## config.mk

```make
export PLATFORM = sky130hd
export DESIGN_NAME = chpc_halt_ctrl
export DESIGN_NICKNAME = d
export VERILOG_FILES = /design/src/chpc_pkg.sv /design/src/chpc_gate_if.sv /design/src/chpc_halt_ctrl.sv /design/src/chpc_periph_gate.sv
export SDC_FILE = /design/constraint.sdc
export NUM_CORES = 1
export LEC_CHECK = 0
export BUFFER_PORTS_ARGS = -buffer_cell sky130_fd_sc_hd__buf_4
export CORE_MARGIN = 10
export CORE_UTILIZATION = 52
export CTS_BUF_LIST = sky130_fd_sc_hd__clkbuf_4 sky130_fd_sc_hd__clkbuf_8
export CTS_CLUSTER_DIAMETER = 120
export DETAILED_ROUTE_END_ITERATION = 10
export PLACE_DENSITY_LB_ADDON = 0.2
export SYNTH_ARGS = -nofsm -noshare
export SYNTH_HDL_FRONTEND = slang
export SYNTH_SLANG_ARGS = --single-unit
```

## constraint.sdc

```tcl
create_clock -name i_clk_sys -period 2.6 [get_ports i_clk_sys]
set_input_delay 0.26 -clock i_clk_sys [delete_from_list [all_inputs] [get_ports i_clk_sys]]
set_output_delay 0.26 -clock i_clk_sys [all_outputs]
set_load 0.01 [all_outputs]
```

## src/chpc_pkg.sv

```systemverilog
package chpc_pkg;
    // Widths and counts
    localparam int CHPC_NUM_PERIPH = 8;
    localparam int CHPC_PC_W       = 16;
    // Reset values
    localparam logic [CHPC_PC_W-1:0] CHPC_PC_RESET = 16'h0000;
    localparam logic [7:0]           CHPC_PWR_RESET = 8'h00;
    // Cycles the core spends in its reset sequence after a reset wake
    localparam int CHPC_RST_SEQ_CYC = 4;
    // Core run states
    typedef enum logic [1:0] {
        CHPC_ST_RESET,
        CHPC_ST_RUN,
        CHPC_ST_IDLE
    } chpc_state_e;
endpackage : chpc_pkg

```

## src/chpc_gate_if.sv

```systemverilog
`timescale 1ns/10ps
`default_nettype none
// Per-peripheral disable request and the resulting clock/power enables
interface chpc_gate_if #(parameter int N = 8);
    logic [N-1:0] disable_req;
    logic [N-1:0] clk_en;
    logic [N-1:0] pwr_en;
    modport ctrl (output disable_req, input clk_en, input pwr_en);
    modport gate (input disable_req, output clk_en, output pwr_en);
endinterface : chpc_gate_if
`default_nettype wire

```

## src/chpc_halt_ctrl.sv

```systemverilog
`timescale 1ns/10ps
`default_nettype none
module chpc_halt_ctrl
    import chpc_pkg::*;
#(
    parameter int N    = CHPC_NUM_PERIPH,
    parameter int PC_W = CHPC_PC_W
) (
    input  wire logic            i_clk_sys,
    input  wire logic            i_rst,
    input  wire logic            i_halt_exec,
    input  wire logic            i_irq_pend,
    input  wire logic            i_wdt_irq,
    input  wire logic            i_wdt_rst,
    input  wire logic            i_por,
    input  wire logic            i_bor,
    input  wire logic            i_ext_rst,
    input  wire logic            i_wdt_en,
    input  wire logic            i_pc_step,
    input  wire logic [PC_W-1:0] i_pc_next,
    input  wire logic [N-1:0]    i_periph_dis,
    input  wire logic [N-1:0]    i_pwr_cut_sel,
    output logic                 o_core_run,
    output logic                 o_core_idle,
    output logic                 o_core_rst,
    output logic                 o_irq_service,
    output logic [PC_W-1:0]      o_pc,
    output logic                 o_osc_en,
    output logic                 o_sysclk_en,
    output logic                 o_wdt_osc_en,
    output logic                 o_wdt_cnt_en,
    output logic [N-1:0]         o_periph_clk_en,
    output logic [N-1:0]         o_periph_pwr_en
);
    localparam logic [2:0] RST_SEQ_LAST = 3'(CHPC_RST_SEQ_CYC - 1);

    chpc_state_e  state_q;
    chpc_state_e  state_d;
    logic [PC_W-1:0] pc_q;
    logic [2:0]   seq_cnt_q;
    logic         run_q;
    logic         idle_q;
    logic         core_rst_q;
    logic         irq_srv_q;
    logic         wdt_cnt_q;
    logic [N-1:0] clk_en_q;
    logic [N-1:0] pwr_en_q;

    chpc_gate_if #(.N(N)) gif ();

    // Any reset source restarts the core, even from idle
    wire any_rst_w  = i_rst | i_por | i_bor | i_ext_rst | i_wdt_rst;
    wire irq_wake_w = i_irq_pend | i_wdt_irq;
    wire seq_done_w = (seq_cnt_q == RST_SEQ_LAST);

    // State decodes shared by the transition, counter and status logic
    wire in_reset_w = (state_q == CHPC_ST_RESET);
    wire in_run_w   = (state_q == CHPC_ST_RUN);
    wire in_idle_w  = (state_q == CHPC_ST_IDLE);

    // Halt is refused while a wake is pending, so no interrupt is lost
    wire halt_go_w  = in_run_w & i_halt_exec & ~irq_wake_w;
    // The halt cycle itself must not step the counter
    wire pc_adv_w   = in_run_w & i_pc_step & ~i_halt_exec;

    // Next state; a pending wake beats a new halt so no interrupt is lost
    always_comb begin
        state_d = state_q;
        case (state_q)
            CHPC_ST_RESET: begin
                if (seq_done_w) begin
                    state_d = CHPC_ST_RUN;
                end
            end
            CHPC_ST_RUN: begin
                if (halt_go_w) begin
                    state_d = CHPC_ST_IDLE;
                end
            end
            CHPC_ST_IDLE: begin
                if (irq_wake_w) begin
                    state_d = CHPC_ST_RUN;
                end
            end
            default: state_d = CHPC_ST_RESET;
        endcase
        if (any_rst_w) begin
            state_d = CHPC_ST_RESET;
        end
    end

    // Registered state; every reset source forces the restart path
    always_ff @(posedge i_clk_sys) begin
        if (any_rst_w) begin
            state_q <= CHPC_ST_RESET;
        end else begin
            state_q <= state_d;
        end
    end

    // Reset-sequence counter, parked at zero outside the sequence
    wire [2:0] seq_cnt_d = (in_reset_w && !seq_done_w) ? seq_cnt_q + 3'h1 : 3'h0;
    always_ff @(posedge i_clk_sys) begin
        if (any_rst_w) begin
            seq_cnt_q <= 3'h0;
        end else begin
            seq_cnt_q <= seq_cnt_d;
        end
    end

    // Program counter holds in idle; reset reloads the vector
    always_ff @(posedge i_clk_sys) begin
        if (any_rst_w) begin
            pc_q <= PC_W'(CHPC_PC_RESET);
        end else if (pc_adv_w) begin
            pc_q <= i_pc_next;
        end
    end

    // Status next values come from next state, so flags line up with it
    wire run_d      = (state_d == CHPC_ST_RUN);
    wire idle_d     = (state_d == CHPC_ST_IDLE);
    wire core_rst_d = (state_d == CHPC_ST_RESET);
    // One-cycle marker: resume from the held PC; no vector is loaded
    wire irq_srv_d  = in_idle_w & irq_wake_w & ~any_rst_w;

    // Core running flag
    always_ff @(posedge i_clk_sys) begin
        if (i_rst) begin
            run_q <= 1'b0;
        end else begin
            run_q <= run_d;
        end
    end

    // Core idle flag, high for the whole halt
    always_ff @(posedge i_clk_sys) begin
        if (i_rst) begin
            idle_q <= 1'b0;
        end else begin
            idle_q <= idle_d;
        end
    end

    // Reset-sequence flag; starts high so the core never runs early
    always_ff @(posedge i_clk_sys) begin
        if (i_rst) begin
            core_rst_q <= 1'b1;
        end else begin
            core_rst_q <= core_rst_d;
        end
    end

    // Interrupt service marker after an interrupt wake
    always_ff @(posedge i_clk_sys) begin
        if (i_rst) begin
            irq_srv_q <= 1'b0;
        end else begin
            irq_srv_q <= irq_srv_d;
        end
    end

    // Watchdog counts only when software enabled it, idle or not
    always_ff @(posedge i_clk_sys) begin
        if (i_rst) begin
            wdt_cnt_q <= 1'b0;
        end else begin
            wdt_cnt_q <= i_wdt_en;
        end
    end

    // Peripheral enables ignore core state entirely
    assign gif.disable_req = i_periph_dis;

    chpc_periph_gate #(
        .N (N)
    ) u_gate (
        .i_clk_sys     (i_clk_sys),
        .i_rst         (i_rst),
        .i_pwr_cut_sel (i_pwr_cut_sel),
        .gif           (gif.gate)
    );

    // Clock enables retimed so the output leaves a flop
    always_ff @(posedge i_clk_sys) begin
        if (i_rst) begin
            clk_en_q <= '1;
        end else begin
            clk_en_q <= gif.clk_en;
        end
    end

    // Power enables, same retiming; costs one cycle of latency
    always_ff @(posedge i_clk_sys) begin
        if (i_rst) begin
            pwr_en_q <= '1;
        end else begin
            pwr_en_q <= gif.pwr_en;
        end
    end

    // Clocks never stop in idle: only the core is held
    logic osc_q;
    always_ff @(posedge i_clk_sys) begin
        if (i_rst) begin
            osc_q <= 1'b1;
        end else begin
            osc_q <= 1'b1;
        end
    end

    assign o_core_run      = run_q;
    assign o_core_idle     = idle_q;
    assign o_core_rst      = core_rst_q;
    assign o_irq_service   = irq_srv_q;
    assign o_pc            = pc_q;
    assign o_osc_en        = osc_q;
    assign o_sysclk_en     = osc_q;
    assign o_wdt_osc_en    = osc_q;
    assign o_wdt_cnt_en    = wdt_cnt_q;
    assign o_periph_clk_en = clk_en_q;
    assign o_periph_pwr_en = pwr_en_q;
endmodule : chpc_halt_ctrl
`default_nettype wire

```

## src/chpc_periph_gate.sv

```systemverilog
`timescale 1ns/10ps
`default_nettype none
module chpc_periph_gate
    import chpc_pkg::*;
#(
    parameter int N = CHPC_NUM_PERIPH
) (
    input  wire logic    i_clk_sys,
    input  wire logic    i_rst,
    input  wire logic [N-1:0] i_pwr_cut_sel,
    chpc_gate_if.gate    gif
);
    logic [N-1:0] clk_en_q;
    logic [N-1:0] pwr_en_q;

    // One gating cell per peripheral; core idle never touches these
    genvar g;
    generate
        for (g = 0; g < N; g++) begin : g_cell
            wire cut_w = gif.disable_req[g] & i_pwr_cut_sel[g];
            wire gate_w = gif.disable_req[g] & ~i_pwr_cut_sel[g];
            always_ff @(posedge i_clk_sys) begin
                if (i_rst) begin
                    clk_en_q[g] <= 1'b1;
                    pwr_en_q[g] <= 1'b1;
                end else begin
                    clk_en_q[g] <= ~(gate_w | cut_w);
                    pwr_en_q[g] <= ~cut_w;
                end
            end
        end
    endgenerate

    assign gif.clk_en = clk_en_q;
    assign gif.pwr_en = pwr_en_q;
endmodule : chpc_periph_gate
`default_nettype wire

```

==> impl_metrics.py <==
metrics = {
    "synth": {
        "yosysWarnings": 0,
        "synth_cells": 177,
        "seq_area_frac_synth_pct": 61.7,
        "synth_area_mm2": 0.00188,
        "synth_cell_type_count": 25,
        "ys_seq_elements": 58,
        "syn_area_per_cell_um2": 10.6,
    },
    "pwr": {
        "clkPwrFrac_pct": 44.4,
        "power_density_mw_per_mm2": 683,
        "p_int_uw": 1460,
        "power.leakage_uw": 0.00109,
        "swShare_pct": 20.0,
        "total_power_uw": 1820,
        "switchingPower_uw": 363,
        "ir_worst_vdd_v": 0.000657,
        "sequentialPowerShare_pct": 50.1,
        "combPwrFrac_pct": 5.5,
    },
    "final_layout": {
        "num_antenna_cells": 0,
        "seqCellArea_mm2": 0.00116,
        "syn2layout_area_growth_pct": 41.5,
        "n_fill_cell": 245,
        "final-instance-count-excl-fill": 310,
        "drive_gt1_share_pct": 48.5,
        "post-route-util_pct": 78.0,
        "multiInputGateArea_um2": 646,
        "fin_nets": 304,
    },
    "route": {
        "routed_wl_mm": 4.25,
        "drcViolationCount": 0,
        "wl_per_cell_um": 13.7,
        "viasPerCell": 4.58,
        "vias": 1420,
        "drt_iter0_drc": 72,
        "antenna_left": 0,
        "drtPass1Iterations": 4,
    },
    "sta": {
        "fin_crit_sh_pct": 59.0,
        "relSlewSlack_pct": 55.3,
        "maxSlewViolCount": 0,
        "setup_viol": 0,
        "rsz0062_at_grt": "false",
        "max_freq_ghz": 0.652,
        "holdWs_ns": 0.0507,
        "skew_ns": 0.00382,
        "timing.setup.tns_ns": 0,
        "period_needed_ns": 1.53,
        "final-hold-violation-count": 0,
        "worstMarginPinSlew_ns": 0.667,
    },
    "worst_setup_path": {
        "critPathSlowestCell": "nand4bb_1",
        "criticalPathCategory": "reg2reg",
        "crit_chain": "nand4bb_1 -> nand2_1 -> a21oi_2",
        "cp-start-kind": "flop",
        "worstSetupEndpointType": "flop",
        "worstPathArrival_ns": 1.80,
        "crit_fanout": 16,
        "crit_required_ns": 2.87,
        "slowest_delay_ns": 0.65,
    },
    "clock_network": {
        "cts_tree": "built",
        "max-clock-path-buffers": 2,
        "htree_levels": 3,
        "post_cts_buffers": 0,
        "cts-resized-gates": 0,
        "clk_latency_ns": 0.37,
        "cts.sinks": 58,
        "cts_hold_buf": 0,
        "root_buffer": "clkbuf_4",
        "cts.clk_slew.worst_paths_ns": 0.10,
        "cts_buffers": 9,
    },
    "floorplanning": {
        "die_w_um": 80.2,
        "rows": 21,
        "die_h_um": 80.2,
        "start_util_pct": 55.1,
        "fp.dieArea_mm2": 0.00643,
        "core-area_mm2": 0.00342,
        "pin_count": 83,
    },
    "placed_design": {
        "place_congestion": 0.703,
        "dp_hpwl_mm": 3.27,
        "dp.cells": 294,
        "buffer_ports.inserted": 79,
    },
    "global_routing": {
        "grt_max_degree": 35,
        "grt.total_usage_pct": 13.6,
        "grt_pass1_wl_mm": 6.94,
        "grt_antenna_before_repair": 0,
        "grt_pass1_vias": 1508,
        "overflow": 0,
    },
    "min_path": {
        "min_path_type": "in2reg",
    },
    "run": {
        "max-cap-violations": 0,
    },
    "run_status": {
        "status": "completed",
    },
}
-- flip-flops by register name, indices dropped and copies added, names as in the netlist, 2 cells and up --
| name | flops |
|---|---|
| o_periph_pwr_en | 8 |
| state_q | 2 |
| u_gate.gif.clk_en | 8 |
| o_pc | 16 |
| o_periph_clk_en | 8 |
| u_gate.gif.pwr_en | 8 |
| seq_cnt_q | 3 |
-- cells in the final DEF (no fill, tap or decap), drive strengths merged --
master    Yosys  layout
a21o          1       1
dfxtp        58      58
clkinv        0       1
nand2        33      33
or2          16      16
clkbuf        4       9
a2111oi       4       4
nor2          2       2
a21oi        16      16
nor4bb        1       1
nand4bb       1       1
nand3b        9       9
nor2b         1       1
bufinv        0       3
inv           2       2
buf           8      81
nor3          6       6
and2          1       1
or3           1       1
ha            2       2
nand2b        9       9
conb          1       3
a211o         1       1
clkinvlp      0       3
-- stage by stage --
step	cell area (um2)	setup WS, ns
after global routing	2670	0.907
after CTS	2670	1.06
after global placement	2480	1.11
after floorplan	1890	1.43
final	2670	1.07
after detailed placement	2480	1.12
-- worst paths after layout --
kind / startpoint / end / slack [ns] / cells after the start
max: state_q[1]$_SDFF_PP0_ / o_pc[14]$_SDFFE_PP0P_ / 1.07 / 3
min: i_periph_dis[4] / u_gate.gif.clk_en[4]$_SDFF_PP1_ / 0.05 / 2
max reg2reg: state_q[1]$_SDFF_PP0_ / o_pc[14]$_SDFFE_PP0P_ / 1.07 / 3
min reg2reg: u_gate.gif.pwr_en[7]$_SDFF_PP1_ / o_periph_pwr_en[7]$_SDFF_PP1_ / 0.42 / 1
-- cells in the mapped netlist --
cell type  instances  area (um2)
nand3b_1           9        67.6
a211o_2            1        10.0
buf_4              5        37.5
nor4bb_1           1        10.0
or2_2             16         100
a21oi_2           10        87.6
and2_1             1        6.26
nand2b_1           9        56.3
a21o_1             1        7.51
or3_1              1        6.26
buf_12             1        20.0
nand2_1           30         113
nor3_1             6        30.0
nor2_1             2        7.51
buf_2              2        10.0
nand4bb_1          1        11.3
clkbuf_1           4        15.0
ha_1               2        25.0
a21oi_1            6        30.0
nand2_2            3        18.8
a2111oi_0          4        35.0
conb_1             1        3.75
nor2b_1            1        6.26
inv_1              2        7.51
dfxtp_1           58        1160
-- layout make-up --
class	count	share of cell area, %
Clock buffer	9	2.54
Clock inverter	7	4.41
Multi-Input combinational cell	107	24.2
Tap cell	46	2.16
Inverter	2	0.282
Timing Repair Buffer	81	22.8
Sequential cell	58	43.6
-- worst max-delay path, delay by kind of cell (launching register included) --
family | cells | cell delay, ns
and+or+nand+nor | 2 | 0.96
DFF | 1 | 0.39
AOI/OAI and AO/OA | 1 | 0.08
-- power by group through the flow --
stage | Sequential, uW | Combinational [uW] | Clock [uW]
floorplan | 938 | 28.5 | 0
global placement | 933 | 98.2 | 0
detailed placement | 934 | 101 | 0
CTS | 913 | 102 | 822
global route | 915 | 110 | 860
finish | 913 | 99.9 | 808
-- cell families (layout without fill, tap and decap cells) --
kind of cell	Yosys count	after routing	share of synthesized area, %
compound gates	22	22	9.04
fa+ha+maj	2	2	1.33
buf+inv	14	99	4.78
flops	58	58	61.7
other cells	1	3	0.199
simple gates	80	80	23.0
-- layer usage --
metal,routed length [um],share of wire (%),global-route usage (%)
met1,1610,38,13.3
met4,19,0.45,5.81
met2,2120,50,22.6
met5,0,0,0
met3,493,12,8.24
(Power assumes the default switching activity.)
